==> src/verilog/peiu_pkg.sv <==
// Package of register map, field layout and timing constants for the event interrupt unit
package peiu_pkg;

    // ------------------------------------------------------------
    // Register offsets
    // ------------------------------------------------------------
    localparam logic [7:0] ADDR_EVENT_STATUS_0 = 8'h05; // Latched events, write one to clear
    localparam logic [7:0] ADDR_EVENT_MASK_0 = 8'h06; // Masks for first status register
    localparam logic [7:0] ADDR_EVENT_LIVE_0 = 8'h07; // Live levels of first group
    localparam logic [7:0] ADDR_FAULT_STATUS_1 = 8'h08; // Latched overcurrent events
    localparam logic [7:0] ADDR_FAULT_MASK_1 = 8'h09; // Overcurrent masks
    localparam logic [7:0] ADDR_FAULT_LIVE_1 = 8'h0A; // Live overcurrent levels
    localparam logic [7:0] ADDR_FUSE_STATUS_3 = 8'h0E; // Latched fuse error event
    localparam logic [7:0] ADDR_FUSE_MASK_3 = 8'h0F; // Fuse error mask
    localparam logic [7:0] ADDR_FUSE_LIVE_3 = 8'h10; // Live fuse error level

    // ------------------------------------------------------------
    // Field layout
    // ------------------------------------------------------------
    localparam int GRP0_W = 6; // Button, undervolt, four thermal bits
    localparam int GRP1_W = 7; // Seven regulator overcurrent bits
    localparam int FUSE_BIT = 7; // Fuse error bit position
    localparam int SUPPLY_BIT = 7; // Fuse supply level bit in first live register
    localparam int NSRC = 14; // Number of debounced sources
    localparam int SRC_BUTTON = 0; // Source index of the button
    localparam int SRC_UNDERVOLT = 1; // Source index of low input voltage
    localparam int SRC_HOT_LO = 2; // First thermal source index
    localparam int SRC_HOT_HI = 5; // Last thermal source index
    localparam int SRC_BUCK_LO = 6; // First overcurrent source index
    localparam int SRC_FUSE = 13; // Source index of fuse error
    localparam int CNT_W = 26; // Debounce counter width, holds eight button periods

    // ------------------------------------------------------------
    // Reset values
    // ------------------------------------------------------------
    localparam logic [GRP0_W-1:0] MASK0_RST = 6'h3F; // All masked at power-up
    localparam logic [GRP1_W-1:0] MASK1_RST = 7'h7F; // All masked at power-up

    // ------------------------------------------------------------
    // Timing
    // ------------------------------------------------------------
    localparam int CLK_MHZ = 250; // System clock rate in MHz
    localparam int DEB_SHORT_US = 3900; // Undervolt and thermal debounce, 3.9 ms
    localparam int DEB_BUTTON_US = 31250; // Button debounce, 31.25 ms
    localparam int DEB_FAULT_US = 8000; // Overcurrent and fuse debounce, 8.0 ms
    localparam int DEB_SHORT_CYC = DEB_SHORT_US * CLK_MHZ; // Cycles for short debounce
    localparam int DEB_BUTTON_CYC = DEB_BUTTON_US * CLK_MHZ; // Cycles for button debounce
    localparam int DEB_FAULT_CYC = DEB_FAULT_US * CLK_MHZ; // Cycles for fault debounce

    // ------------------------------------------------------------
    // Register request carrier
    // ------------------------------------------------------------
    typedef struct packed {
        logic wr; // One-cycle write strobe
        logic rd; // One-cycle read strobe
        logic [7:0] addr; // Register offset
        logic [7:0] wdata; // Write data
    } peiu_req_t;

endpackage

==> src/verilog/peiu_top.sv <==
// Event latching, masking, debouncing and interrupt pin logic of the power-management device
// Overview of operation
// - Pin low when any unmasked status set
// - Status latches on event, holds until cleared
// - Writing one clears status, pin may rise
// - Pin low until all cleared or masked
// - New event during clear is kept
// - Mask one blocks pin, status still latches
// - Masked status bits remain readable
// - All masks are one after reset
// - Unmasking set status drives pin low
// - Live bits show raw state, read-only
// - Event only after stable whole debounce period
// - Undervolt: falling supply, 3.9 ms debounce
// - Button: both edges, 31.25 ms debounce
// - Button falling debounce extended by select
// - Four thermal sources, both edges, 3.9 ms
// - Overcurrent: rising, 8.0 ms debounce
// - Fuse error: rising, 8.0 ms, live bit
// - First status: button, undervolt, thermal order
// - Second status: seven regulators bits 0-6
// - First live register mirrors, bit 7 supply
`timescale 1ns/1ps

module peiu_top #(
    parameter int DEB_SHORT = peiu_pkg::DEB_SHORT_CYC,
    parameter int DEB_BUTTON = peiu_pkg::DEB_BUTTON_CYC,
    parameter int DEB_FAULT = peiu_pkg::DEB_FAULT_CYC
) (
    // Clock and reset
    input wire logic clk_sys,
    input wire logic srst,
    // Register access from the serial port slave
    input wire peiu_pkg::peiu_req_t reg_req,
    output logic [7:0] reg_rdata,
    // Event sources, synchronous to clk_sys
    input wire logic button_input,
    input wire logic [1:0] button_filter_sel,
    input wire logic undervolt_raw,
    input wire logic [3:0] hot_raw,
    input wire logic [6:0] buck_oc_raw,
    input wire logic fuse_err_raw,
    input wire logic fuse_prog_supply,
    // Interrupt pin to host
    output logic irq_out_n
);

    // ------------------------------------------------------------
    // State
    // ------------------------------------------------------------
    typedef struct packed {
        logic [peiu_pkg::GRP0_W-1:0] stat0; // Button, undervolt, thermal flags
        logic [peiu_pkg::GRP0_W-1:0] mask0; // Blocks for the above
        logic [peiu_pkg::GRP1_W-1:0] stat1; // Overcurrent flags
        logic [peiu_pkg::GRP1_W-1:0] mask1; // Overcurrent blocks
        logic fuse_flag; // Fuse error flag
        logic fuse_block; // Fuse error block
        logic [peiu_pkg::NSRC-1:0] stable; // Debounced level of each source
        logic [peiu_pkg::NSRC-1:0][peiu_pkg::CNT_W-1:0] cnt; // Debounce counters
        logic irq_n; // Registered interrupt pin
        logic [7:0] rdata; // Registered read data
    } peiu_state_t;

    peiu_state_t st_reg; // Current state
    peiu_state_t st_next; // Next state
    logic [peiu_pkg::NSRC-1:0] raw; // Source levels gathered by index
    logic [peiu_pkg::NSRC-1:0] evt; // One-cycle debounced events
    logic [peiu_pkg::GRP0_W-1:0] clr0; // Write-one-clear pattern, group 0
    logic [peiu_pkg::GRP1_W-1:0] clr1; // Write-one-clear pattern, group 1
    logic clr3; // Write-one-clear of fuse flag
    logic [7:0] live0; // First live register image
    logic [7:0] live1; // Second live register image
    logic [7:0] live3; // Fuse live register image

    // ------------------------------------------------------------
    // Debounce length per source and direction
    // ------------------------------------------------------------
    function automatic logic [peiu_pkg::CNT_W-1:0] deb_len(input int idx, input logic lvl,
                                                        input logic [1:0] sel);
        logic [peiu_pkg::CNT_W-1:0] len;
        len = peiu_pkg::CNT_W'(DEB_FAULT);
        if (idx == peiu_pkg::SRC_BUTTON) begin
            len = peiu_pkg::CNT_W'(DEB_BUTTON);
            if (!lvl) begin
                len = len << sel;
            end
        end else if (idx <= peiu_pkg::SRC_HOT_HI) begin
            len = peiu_pkg::CNT_W'(DEB_SHORT);
        end
        return len;
    endfunction

    // ------------------------------------------------------------
    // Which settled transition raises an event
    // ------------------------------------------------------------
    function automatic logic deb_fires(input int idx, input logic lvl);
        logic fire;
        fire = lvl; // Rising only for undervolt, overcurrent, fuse
        if (idx == peiu_pkg::SRC_BUTTON) begin
            fire = 1'b1; // Both edges
        end else if (idx >= peiu_pkg::SRC_HOT_LO && idx <= peiu_pkg::SRC_HOT_HI) begin
            fire = 1'b1; // Both crossings
        end
        return fire;
    endfunction

    // ------------------------------------------------------------
    // Source gathering and live images
    // ------------------------------------------------------------
    // Undervolt raw is high while input supply is at or below its threshold
    assign raw = {fuse_err_raw, buck_oc_raw, hot_raw, undervolt_raw, button_input};
    assign live0 = {fuse_prog_supply, 1'b0, hot_raw, undervolt_raw, button_input};
    assign live1 = {1'b0, buck_oc_raw};
    assign live3 = {fuse_err_raw, 7'h00};

    // ------------------------------------------------------------
    // Next-state logic
    // ------------------------------------------------------------
    always_comb begin
        st_next = st_reg;
        evt = '0;
        // Debounce: a source must differ from its settled level for a whole period
        for (int i = 0; i < peiu_pkg::NSRC; i++) begin
            if (raw[i] == st_reg.stable[i]) begin
                st_next.cnt[i] = '0;
            end else if (st_reg.cnt[i] >= deb_len(i, raw[i], button_filter_sel)
                         - peiu_pkg::CNT_W'(1)) begin
                st_next.stable[i] = raw[i];
                st_next.cnt[i] = '0;
                evt[i] = deb_fires(i, raw[i]);
            end else begin
                st_next.cnt[i] = st_reg.cnt[i] + peiu_pkg::CNT_W'(1);
            end
        end
        // Write-one-clear decode; only defined bits can be cleared
        clr0 = '0;
        clr1 = '0;
        clr3 = 1'b0;
        if (reg_req.wr) begin
            unique case (reg_req.addr)
                peiu_pkg::ADDR_EVENT_STATUS_0: begin
                    clr0 = reg_req.wdata[peiu_pkg::GRP0_W-1:0];
                end
                peiu_pkg::ADDR_FAULT_STATUS_1: begin
                    clr1 = reg_req.wdata[peiu_pkg::GRP1_W-1:0];
                end
                peiu_pkg::ADDR_FUSE_STATUS_3: begin
                    clr3 = reg_req.wdata[peiu_pkg::FUSE_BIT];
                end
                peiu_pkg::ADDR_EVENT_MASK_0: begin
                    st_next.mask0 = reg_req.wdata[peiu_pkg::GRP0_W-1:0];
                end
                peiu_pkg::ADDR_FAULT_MASK_1: begin
                    st_next.mask1 = reg_req.wdata[peiu_pkg::GRP1_W-1:0];
                end
                peiu_pkg::ADDR_FUSE_MASK_3: begin
                    st_next.fuse_block = reg_req.wdata[peiu_pkg::FUSE_BIT];
                end
                default: begin
                    // Live and unmapped offsets ignore writes
                end
            endcase
        end
        // Latch: a new event wins over a clear in the same cycle
        st_next.stat0 = (st_reg.stat0 & ~clr0)
                        | evt[peiu_pkg::SRC_HOT_HI:peiu_pkg::SRC_BUTTON];
        st_next.stat1 = (st_reg.stat1 & ~clr1)
                        | evt[peiu_pkg::SRC_FUSE-1:peiu_pkg::SRC_BUCK_LO];
        st_next.fuse_flag = (st_reg.fuse_flag & ~clr3) | evt[peiu_pkg::SRC_FUSE];
        // Pin follows the new flags and masks at the same edge
        st_next.irq_n = ~(|(st_next.stat0 & ~st_next.mask0)
                          | |(st_next.stat1 & ~st_next.mask1)
                          | (st_next.fuse_flag & ~st_next.fuse_block));
        // Read mux, registered; unmapped offsets read zero
        if (reg_req.rd) begin
            unique case (reg_req.addr)
                peiu_pkg::ADDR_EVENT_STATUS_0: begin
                    st_next.rdata = {2'b00, st_reg.stat0};
                end
                peiu_pkg::ADDR_EVENT_MASK_0: begin
                    st_next.rdata = {2'b00, st_reg.mask0};
                end
                peiu_pkg::ADDR_EVENT_LIVE_0: begin
                    st_next.rdata = live0;
                end
                peiu_pkg::ADDR_FAULT_STATUS_1: begin
                    st_next.rdata = {1'b0, st_reg.stat1};
                end
                peiu_pkg::ADDR_FAULT_MASK_1: begin
                    st_next.rdata = {1'b0, st_reg.mask1};
                end
                peiu_pkg::ADDR_FAULT_LIVE_1: begin
                    st_next.rdata = live1;
                end
                peiu_pkg::ADDR_FUSE_STATUS_3: begin
                    st_next.rdata = {st_reg.fuse_flag, 7'h00};
                end
                peiu_pkg::ADDR_FUSE_MASK_3: begin
                    st_next.rdata = {st_reg.fuse_block, 7'h00};
                end
                peiu_pkg::ADDR_FUSE_LIVE_3: begin
                    st_next.rdata = live3;
                end
                default: begin
                    st_next.rdata = 8'h00;
                end
            endcase
        end
    end

    // ------------------------------------------------------------
    // State register
    // ------------------------------------------------------------
    always_ff @(posedge clk_sys) begin
        if (srst) begin
            st_reg <= '0;
            st_reg.mask0 <= peiu_pkg::MASK0_RST;
            st_reg.mask1 <= peiu_pkg::MASK1_RST;
            st_reg.fuse_block <= 1'b1;
            st_reg.irq_n <= 1'b1;
        end else begin
            st_reg <= st_next;
        end
    end

    // Outputs straight from flip-flops
    assign irq_out_n = st_reg.irq_n;
    assign reg_rdata = st_reg.rdata;

endmodule

==> config.mk <==
export PLATFORM = sky130hd
export DESIGN_NAME = peiu_top
export DESIGN_NICKNAME = d
export VERILOG_FILES = /design/src/verilog/peiu_pkg.sv /design/src/verilog/peiu_top.sv
export SDC_FILE = /design/constraint.sdc
export NUM_CORES = 1
export LEC_CHECK = 0
export BUFFER_PORTS_ARGS = -buffer_cell sky130_fd_sc_hd__buf_4
export CORE_MARGIN = 2
export CORE_UTILIZATION = 25
export CTS_BUF_LIST = sky130_fd_sc_hd__clkbuf_16
export DETAILED_ROUTE_END_ITERATION = 10
export PLACE_DENSITY = 0.39
export SKIP_LAST_GASP = 1
export SYNTH_ARGS = -nofsm -noshare
export SYNTH_HDL_FRONTEND = slang
export SYNTH_SLANG_ARGS = --single-unit
==> constraint.sdc <==
create_clock -name clk_sys -period 4.18 [get_ports clk_sys]
set_clock_uncertainty 0.15 [all_clocks]
set_input_delay 0.627 -clock clk_sys [delete_from_list [all_inputs] [get_ports clk_sys]]
set_output_delay 0.627 -clock clk_sys [all_outputs]
set_load 0.02 [all_outputs]
======== Yosys cells after proc, flatten, opt, wreduce, memory -nomap -nowiden ========
Cells that the tools add are included.
storage, ports and cells
  flip-flop bits (word level) ............. 415
  input port bits ......................... 37
  output and inout port bits .............. 9
  logic and storage cells ................. 204
cells by class
  $add $sub $neg .......................... 20
  order comparisons ....................... 14
  equality and inequality tests ........... 23
  shifts and indexed selects .............. 1
  muxes and demuxes ....................... 48
  bitwise logic cells ..................... 32
  reductions and logical operators ........ 30
operators by type and width
  operator                                               number
  adder 26 x 1 -> 26 bit, second input constant          14
  >= comparator 26 x 21 -> 1 bit, second input constant  8
  2-to-1 mux 26 bit                                      7
  >= comparator 26 bit                                   6
  subtractor 26 x 1 -> 26 bit, second input constant     6
  case mux 8 bit (9 select lines)                        1
  OR reduction 3 bit                                     14
  equality test 8 x 4 -> 1 bit, second input constant    5
  2-to-1 mux 1 bit                                       32
  2-to-1 mux 7 bit                                       4
  AND reduction 2 bit                                    14
  left shift 23 x 2 -> 26 bit, first input constant      1
  equality test 8 x 3 -> 1 bit, second input constant    3
  2-to-1 mux 6 bit                                       4
  NOT 1 bit                                              17
  bitwise AND 7 bit                                      2
  equality test 1 bit                                    14
  NOT 7 bit                                              2
  bitwise AND 6 bit                                      2
  NOT 6 bit                                              2
  equality test 8 x 5 -> 1 bit, second input constant    1
  bitwise OR 7 bit                                       1
  OR reduction 7 bit                                     1
  bitwise OR 6 bit                                       1
  3 further kinds                                        6

======== Longest topological paths before layout ========
Gate-level depths: netlist of the first run.
  depth in word-level cells ............... 13
  mapped depth ............................ 16
  mapped depth without buffers ............ 15

======== Least setup slack after synthesis of the first run ========
No wires, ideal clock.
  kind .................................... input port to flip-flop
  start point ............................. input button_filter_sel[0]
  end point ............................... register st_reg[12] in the netlist's numbering
  setup time .............................. 0.065 ns
  data arrival time ....................... 3.444 ns
  required time ........................... 3.965 ns
  path slack .............................. 0.521 ns
  cell stages on the path ................. 16
  path buffers ............................ 1
  cell sequence ........................... inv_1 ha_1 or2_2 nor2_1 nand2_1 nor2_1 xnor2_1 ha_1 a21o_1 a21o_1 a21oi_1 o211ai_1 a211o_1 nand3b_1 clkbuf_1 nor2_1
between the ends
  longest elaborated chain between the ends .. 6
ends and longest elaborated chain
  element                              RTL line         RTL
  start: declaration                   peiu_top.sv:38   input wire logic [1:0] button_filter_sel,
  left shift 23 x 2 -> 26 bit          peiu_top.sv:85   len = len << sel;
  2-to-1 mux 26 bit                    peiu_top.sv:84   if (!lvl) begin
  2-to-1 mux 26 bit                    peiu_top.sv:124  if (raw[i] == st_reg.stable[i]) begin
  subtractor 26 x 1 -> 26 bit          peiu_top.sv:127  - peiu_pkg::CNT_W'(1)) begin
  >= comparator 26 bit                 peiu_top.sv:126  end else if (st_reg.cnt[i] >= deb_len(i, raw[i], button_filter_sel)
  OR reduction 3 bit (no source line)  -
  end signal: assignment               peiu_top.sv:222  st_reg <= st_next;
  end: declaration                     peiu_top.sv:64   peiu_state_t st_reg;
Every way passes these cells. The select of a mux whose other input is x is not followed.
A chain may end at the register's enable or synchronous reset.

======== Final worst setup path of the first run ========
  start point ............................. input button_filter_sel[0]
  end point ............................... register st_reg[22] in the netlist's numbering
The elaborated chain is that of the path after synthesis.

==> reports/qor.yml, run 1 <==
place:
  numPortBuffers: 45
  dp.final_hpwl_mm: 27.6
  dp_cells: 3003
  gp_congestion: 0.755
  post_dp_cell_area_mm2: 0.0191
grt:
  grt_pass1_wl_mm: 64.9
  track_usage: 0.109
  grt_pass1_vias: 12900
  grt_max_degree: 27
  overflow: 0
  antenna_found_initial: 8
detailed_routing:
  wl_met3_mm: 2.39
  met1_length_mm: 19.5
  wl_met2_mm: 16.2
  wire_per_inst_um: 12.7
  drc: 0
  drt_iter0_drc: 800
  highest_layer: "met5"
  dr.pass1.iters: 5
  vias_per_cell: 4.31
  ant_nets: 0
  routed_wl_mm: 39.2
  vias: 13300
die:
  start_util: 0.252
  die_w_um: 269
  rows: 97
  io_pins: 46
  core_area_mm2: 0.0698
  die_h_um: 269
  fp.dieArea_mm2: 0.0724
finish:
  area_growth_pct: 17.4
  final_common_cell: "nor2_1"
  fillers: 7360
  stdcell_count: 3096
  largest_reg_flops: 406
  drive_gt1_frac: 0.0631
  nets: 2194
  final_cell_mix: "nor2_1, dfxtp_1, nand2_1, xor2_1, xnor2_1"
  fin_area_mm2: 0.0206
timing:
  hold_viol: 0
  drv_slew: 0
  min_period_ps: 3220
  worst_slew_pin_slew_ps: 982
  fmax_mhz: 311
  rsz0062_at_grt: "no"
  timing.final.crit_share: 0.770
  max_slew_margin: 0.337
  fin_tns_setup_ps: 0
  finalSetupViolations: 0
min_path:
  worstHoldPathType: "input port to flip-flop"
cts:
  cts_max_level: 2
  cts_tree: "done"
  cts_resized: 0
  clock_latency_ps: 590
  clk_pin_slew_worst_paths_ps: 60
  cts_setup_buffers: 0
  cts_buffer_depth: 3
  clock-root-buffer: "clkbuf_16"
  cts_buffers: 50
  clock_sinks: 415
  postCtsHoldBufs: 0
yosys:
  synth_seq_cells: 415
  ys_async_sr_fraction: 0
  syn_avg_cell_area_um2: 8.79
  synth_area_mm2: 0.0176
  post_synth_num_cell_types: 59
  syn_inst: 1996
  synth-edff-count: 0
  synth-main-ff-cell: "dfxtp_1"
  yosys_warnings: 0
  synth-seq-area-share: 0.473
power:
  leakage_nw: 7.39
  ir_drop_v: 0.000289
  p_per_area_mw_per_mm2: 397
critical_path:
  cp_top_family: "simple AND/OR/NAND/NOR gates"
  endpoint_kind: "flip-flop"
  cp_num_buf_inv: 3
  critPathLaunchType: "input port"
  path_cells: "buf_4 -> inv_1 -> ha_1 -> or2_2 -> nor2_1 -> nand2_1 -> nor2_1 -> xnor2_1 -> ha_1 -> a21o_1 -> a21o_1 -> a21oi_1 -> o211ai_1 -> a211o_1 -> nand3b_1 -> buf_4 -> nor2_1"
  crit_type: "input port to flip-flop"
  worstPathArrival_ps: 3580
  critical-path-slowest-cell: "a211o_1"
  slowest_delay_ps: 340
  cp.required_ps: 4540
  cp_common_cell: "nor2_1"
  cp_max_fo: 26
flow_run:
  cap_viol_max_count: 0
status:
  status: "complete, no violations"
[stage by stage]
step	total power, mW	setup slack, ps	utilization	hold slack [ps]
2_1_floorplan	4.25	521	-	263
3_3_place_gp	4.34	402	0.274	275
3_5_place_dp	4.35	374	0.274	282
4_1_cts	8.38	989	0.295	107
5_1_grt	8.56	650	0.295	142
6_report	8.19	962	0.295	155
[logic make-up (layout without fill, tap and decap cells)]
| family | Yosys count | in the layout | share of synthesized area |
|---|---|---|---|
| and+or+nand+nor | 955 | 955 | 0.254 |
| buffers and inverters | 104 | 193 | 0.0248 |
| DFF | 415 | 415 | 0.473 |
| adders and majority gates | 42 | 42 | 0.0299 |
| other | 1 | 72 | 0.000214 |
| AOI/OAI and AO/OA | 186 | 186 | 0.0691 |
| muxes | 36 | 36 | 0.0207 |
| xor gates and xnor gates | 257 | 257 | 0.128 |
[synth_stat cells, types with 12 or more instances]
master | instances | share of area
nor3_1 | 30 | 0.0086
or3_1 | 24 | 0.0086
o21ai_0 | 34 | 0.0097
a31oi_1 | 18 | 0.0064
and3_1 | 41 | 0.015
nor2_1 | 419 | 0.090
xnor2_1 | 118 | 0.059
or4_1 | 16 | 0.0068
and4_1 | 14 | 0.0070
clkbuf_1 | 41 | 0.0088
nand3_1 | 112 | 0.032
a21o_1 | 12 | 0.0051
and2_1 | 12 | 0.0043
nor2b_1 | 24 | 0.0086
nand4_1 | 54 | 0.019
a21oi_1 | 45 | 0.013
mux2i_1 | 34 | 0.019
nand2_1 | 156 | 0.033
ha_1 | 42 | 0.030
inv_1 | 50 | 0.011
xor2_1 | 139 | 0.069
dfxtp_1 | 415 | 0.47
[area by class of cell]
cell class,count,area [um^2],area share
tap,940,1180,0.0571
multi-input combinational,1546,9070,0.440
timing repair buffer,52,390,0.0189
sequential,415,8310,0.403
antenna,2,5.00,0.000243
inverter,50,188,0.00911
clock inverter,41,218,0.0106
clock buffer,50,1250,0.0607
[per-layer routing]
metal	track usage	vias up
met3	0.0328	80
met5	0	-
li1	-	6951
met2	0.166	178
met1	0.146	6122
met4	0.0377	14
[power by group]
group / internal [mW] / total (mW) / switching [mW]
sequential: 4.02 / 4.04 / 0.0240
combinational: 0.0880 / 0.220 / 0.132
clock: 2.22 / 3.93 / 1.71
[final timing paths]
check	to	slack, ps	cells past startpoint	startpoint
setup / recovery	st_reg[22]	960	17	button_filter_sel[0]
hold / removal	st_reg[385]	150	3	buck_oc_raw[6]
setup reg to reg	st_reg[128]	1140	7	st_reg[113]
hold reg to reg	st_reg[139]	290	1	st_reg[139]
[worst register-to-register path: stages, from the launching register on]
cell	delay [ps]
dfxtp_1	320
ha_1	270
a21o_1	200
a211o_1	300
a211oi_1	300
o311ai_0	380
nand3b_1	770
nor2_1	280
Note: power is estimated with default switching activity, not from simulation.
==> run 2: changes to the inputs <==
--- a/config.mk
+++ b/config.mk
@@ -10,7 +10,7 @@
 export CORE_UTILIZATION = 25
 export CTS_BUF_LIST = sky130_fd_sc_hd__clkbuf_16
 export DETAILED_ROUTE_END_ITERATION = 10
-export PLACE_DENSITY = 0.39
+export PLACE_DENSITY = 0.4
 export SKIP_LAST_GASP = 1
 export SYNTH_ARGS = -nofsm -noshare
 export SYNTH_HDL_FRONTEND = slang
==> constraint.sdc (replaced) <==
create_clock -name clk_sys -period 2.8 [get_ports clk_sys]
set_clock_uncertainty 0.15 [all_clocks]
set_input_delay 0.42 -clock clk_sys [delete_from_list [all_inputs] [get_ports clk_sys]]
set_output_delay 0.42 -clock clk_sys [all_outputs]
set_load 0.02 [all_outputs]
==> run 2 against run 1 <==
Against the previous run: sequential share of layout area fell by 2.0 points; utilization is 1.5 points higher; non-clock buffer count up 86; hold slack got worse by 94 ps; critical path depth did not move; design area rose by 5.2%; sequential cell count unchanged; global-route usage increased by 0.21 points; critical path type unchanged; highest routed layer unchanged.
==> reports/qor.yml, run 2 (synthesized netlist as in run 1, its figures left out) <==
place:
  dp.final_hpwl_mm: 28.2
  numPortBuffers: 45
  gp_congestion: 0.792
detailed_routing:
  drt_iter0_drc: 556
  drc: 0
  vias: 13700
  wire_per_inst_um: 12.6
  ant_nets: 0
  vias_per_cell: 4.29
  routed_wl_mm: 40.0
  dr.pass1.iters: 4
power:
  leakage_nw: 7.86
  p_per_area_mw_per_mm2: 587
  ir_drop_v: 0.000454
critical_path:
  rr_startpoint: "st_reg[215]"
  crit_type: "input port to flip-flop"
  ff2ff_path_depth: 6
  cp_max_fo: 2
  critPathLaunchType: "input port"
  slowest_delay_ps: 340
  cp_num_buf_inv: 3
  startpoint: "button_filter_sel[1]"
  cp_top_family: "compound AO/OA/AOI/OAI gates"
  crit-reg2reg-capture: "st_reg[207]"
  regToRegSetupSlack_ps: 130
  path_cells: "buf_12 -> inv_12 -> ha_4 -> or2_4 -> nor2_4 -> nand2_2 -> nor2_4 -> xnor2_2 -> ha_1 -> a21o_1 -> a21o_1 -> a21oi_2 -> o211ai_1 -> a211o_1 -> buf_4 -> and3_1 -> o41ai_2"
  worstSetupPathDepth: 17
  endpoint_kind: "flip-flop"
  critical-path-slowest-cell: "a211o_1"
  cp.required_ps: 3130
  worstPathArrival_ps: 3090
  crit_path_end: "irq_out_n"
finish:
  drive_gt1_frac: 0.110
  multi_input_area_mm2: 0.00921
  final_common_cell: "dfxtp_1"
  nets: 2280
  largest_reg_flops: 406
  fillers: 7271
  utilization: 0.311
  final_cell_mix: "dfxtp_1, nor2_1, nand2_1, xor2_1, xnor2_1"
  area_growth_pct: 23.5
  seq_area_mm2: 0.00831
timing:
  max_slew_margin: 0.507
  finalSetupViolations: 0
  rsz0062_at_grt: "yes"
  hold_ws_ps: 60.9
  worst_slew_pin_slew_ps: 739
  timing.final.crit_share: 0.986
  hold_viol: 0
  fmax_mhz: 362
  min_period_ps: 2760
  drv_slew: 0
min_path:
  worstHoldPathType: "input port to flip-flop"
grt:
  grt_pass1_vias: 13400
  overflow: 0
  grt_pass1_wl_mm: 66.4
  grt_max_degree: 32
  antenna_found_initial: 10
  track_usage: 0.111
cts:
  clk_pin_slew_worst_paths_ps: 60
  cts_max_level: 2
  clock-root-buffer: "clkbuf_16"
  cts_buffers: 50
  cts_tree: "done"
  cts_buffer_depth: 3
  clock_sinks: 415
  clock_latency_ps: 590
die:
  fp.dieArea_mm2: 0.0724
  start_util: 0.252
  die_w_um: 269
  rows: 97
  core_area_mm2: 0.0698
  io_pins: 46
  die_h_um: 269
status:
  status: "complete, no violations"
flow_run:
  cap_viol_max_count: 0
[run 2: cell types whose count changed in the layout (fill, tap and decap cells not counted), sizes merged]
cell	delta
bufinv	+4
buf	+63
clkinv	+3
clkbuf	+2
inv	-7
clkinvlp	+2
dlygate4sd3	+21
diode	+1
[run 2: worst register-to-register path, stage by stage (launching register included)]
cell and delay [ps]:
dfxtp_1 290, or4_1 570, or4_1 510, a311oi_2 320
nor2_2 110, or3_4 490, a21oi_1 160
[run 2: timing repair]
item | 4_1_cts | 5_1_grt
resized for setup | 1 | 39
hold buffers | 21 | 0
cloned | 0 | 3
setup endpoints to repair | 26 | 42
buffers inserted | 0 | 2
endpoints found under the hold margin | 30 | 0
pin swaps | 1 | 10
[run 2: final cells by class]
class                      instances  share of cell area
tap                              940              0.0543
clock inverter                    43              0.0158
clock buffer                      50              0.0577
timing repair buffer             138              0.0541
inverter                          50             0.00958
sequential                       415               0.383
multi-input combinational       1546               0.425
antenna                            3            0.000346
[run 2: routing by layer]
metal / vias up / part of all wire / global-route usage / routed length, um
li1: 7121 / - / - / -
met2: 139 / 0.42 / 0.173 / 16900
met1: 6309 / 0.50 / 0.148 / 20100
met4: 14 / 0.028 / 0.0396 / 1110
met3: 84 / 0.046 / 0.0296 / 1860
met5: - / 0.0022 / 0 / 90
[run 2: stage by stage]
| step | TNS (ps) | area (um^2) | total power, mW | setup slack (ps) | cells |
|---|---|---|---|---|---|
| 6_report | 0 | 21700 | 12.7 | 40.5 | 3185 |
| 5_1_grt | -51.9 | 21700 | 13.3 | -35.6 | 3185 |
| 4_1_cts | -22.7 | 21500 | 13.0 | -22.7 | 3177 |
| 3_5_place_dp | -18440 | 19700 | 6.53 | -668 | 3063 |
| 3_3_place_gp | -16890 | 19700 | 6.52 | -592 | 3063 |
| 2_1_floorplan | -9730 | 17900 | 6.35 | -395 | 2065 |
[run 2: worst min-delay path by stage]
stage,startpoint,endpoint,cells after the start
floorplan,st_reg[9],st_reg[9],1
global placement,st_reg[87],st_reg[87],1
detailed placement,st_reg[87],st_reg[87],1
CTS,reg_req[6],st_reg[402],4
global route,reg_req[6],st_reg[402],4
finish,reg_req[6],st_reg[402],4
[run 2: power breakdown]
part	switching, mW	internal (mW)
clock network	2.56	3.71
registers	0.0359	5.99
logic	0.228	0.194
==> run 3: changes to the inputs <==
--- a/config.mk
+++ b/config.mk
@@ -7,10 +7,10 @@
 export LEC_CHECK = 0
 export BUFFER_PORTS_ARGS = -buffer_cell sky130_fd_sc_hd__buf_4
 export CORE_MARGIN = 2
-export CORE_UTILIZATION = 25
+export CORE_UTILIZATION = 33
 export CTS_BUF_LIST = sky130_fd_sc_hd__clkbuf_16
 export DETAILED_ROUTE_END_ITERATION = 10
-export PLACE_DENSITY = 0.4
+export PLACE_DENSITY = 0.49
 export SKIP_LAST_GASP = 1
 export SYNTH_ARGS = -nofsm -noshare
 export SYNTH_HDL_FRONTEND = slang
==> run 3 against run 2 <==
Against the previous run: register-to-register slack worse by 70 ps; largest cell class unchanged; routed wire length is 7.2% lower; critical path depth decreased by 9; sequential share of layout area rose by 0.97 points; sequential power is essentially flat; sequential cell count is the same; die area fell by 24%; maximum frequency rose by 0.87%; critical path type is now flip-flop to flip-flop.
==> reports/qor.yml, run 3 (synthesized netlist as in run 1, its figures left out) <==
finish:
  final_common_cell: "dfxtp_1"
  multi_input_area_mm2: 0.00921
  largest_reg_flops: 406
  final_cell_mix: "dfxtp_1, nor2_1, nand2_1, xor2_1, xnor2_1"
  utilization: 0.402
  fillers: 5278
  seq_area_mm2: 0.00831
  area_growth_pct: 20.4
  stdcell_count: 2912
  nets: 2264
  fin_area_mm2: 0.0211
  drive_gt1_frac: 0.0985
power:
  p_sw_mw: 2.72
  swShare: 0.220
  ir_drop_v: 0.000362
  combPwrFrac: 0.033
  p_per_area_mw_per_mm2: 585
  total_power_mw: 12.4
  p_clk_frac: 0.480
  leakage_nw: 7.75
  p_int_mw: 9.66
  seqPwrFrac: 0.487
cts:
  cts_max_level: 2
  cts_tree: "done"
  clk_pin_slew_worst_paths_ps: 60
  clock_sinks: 415
  clock-root-buffer: "clkbuf_16"
  clock_latency_ps: 580
  cts_buffer_depth: 3
  cts_buffers: 47
place:
  dp.final_hpwl_mm: 26.2
  dp_cells: 2799
  gp_congestion: 0.792
  numPortBuffers: 45
  post-place-ws_ps: -583
  post_dp_cell_area_mm2: 0.0193
critical_path:
  cp_max_fo: 4
  endpoint_kind: "flip-flop"
  startpoint: "st_reg[61]"
  rr_startpoint: "st_reg[61]"
  worstPathArrival_ps: 3050
  critPathLaunchType: "flip-flop"
  crit_type: "flip-flop to flip-flop"
  cp.required_ps: 3120
die:
  io_pins: 46
  fp.dieArea_mm2: 0.0551
  die_w_um: 235
  die_h_um: 235
  rows: 84
  core_area_mm2: 0.0526
  start_util: 0.334
detailed_routing:
  vias_per_cell: 4.63
  ant_nets: 0
  routed_wl_mm: 37.2
  dr.pass1.iters: 4
  vias: 13500
  wire_per_inst_um: 12.8
  drt_iter0_drc: 604
  drc: 0
timing:
  drv_slew: 0
  hold_ws_ps: 27.4
  max_slew_margin: 0.515
  timing.final.crit_share: 0.977
  worst_slew_pin_slew_ps: 727
  rsz0062_at_grt: "yes"
  fmax_mhz: 366
  min_period_ps: 2740
  setup_ws_ps: 64.4
  fin_tns_setup_ps: 0
  hold_viol: 0
  finalSetupViolations: 0
status:
  status: "complete, no violations"
min_path:
  worstHoldPathType: "input port to flip-flop"
  hold_start: "buck_oc_raw[5]"
grt:
  grt_max_degree: 35
  antenna_found_initial: 4
  overflow: 0
  grt_pass1_wl_mm: 62.8
  grt_pass1_vias: 12900
  track_usage: 0.134
flow_run:
  cap_viol_max_count: 0
-- run 3: final cells by class --
type | count | share of cell area
tap | 688 | 0.0407
inverter | 50 | 0.00982
timing repair buffer | 125 | 0.0500
multi-input combinational | 1546 | 0.436
antenna | 1 | 0.000118
clock inverter | 39 | 0.0140
clock buffer | 48 | 0.0568
sequential | 415 | 0.393
-- run 3: final timing paths --
path	endpoint	slack [ps]	cells past startpoint
max reg2reg	irq_out_n	60	8
max	irq_out_n	60	8
min reg2reg	st_reg[9]	290	1
min	st_reg[384]	30	3
-- run 3: what timing repair did --
action,CTS,global route
hold buffers,20,0
setup endpoints to repair,0,47
endpoints found under the hold margin,26,0
resized for setup,0,44
buffers inserted,0,3
-- run 3: critical path: stages (launching register included) --
cell,delay [ps]
dfxtp_1,320
ha_1,210
a2111oi_1,350
nor2_1,120
o31a_1,360
and3_1,180
a2111oi_0,350
nand4_1,230
o41ai_1,360
-- run 3: power by group through the flow --
stage	combinational, mW	clock [mW]	sequential [mW]
after floorplan	0.204	0	6.15
after global placement	0.358	0	6.15
after detailed placement	0.363	0	6.16
after CTS	0.392	6.19	6.03
after global routing	0.457	6.42	6.03
final	0.409	5.94	6.03
-- run 3: routing by layer --
metal	track usage	routed length, um	vias up
met1	0.181	18700	6224
met2	0.216	16400	127
li1	-	-	7076
met4	0.0420	756	6
met3	0.0262	1280	57
met5	0	41	-
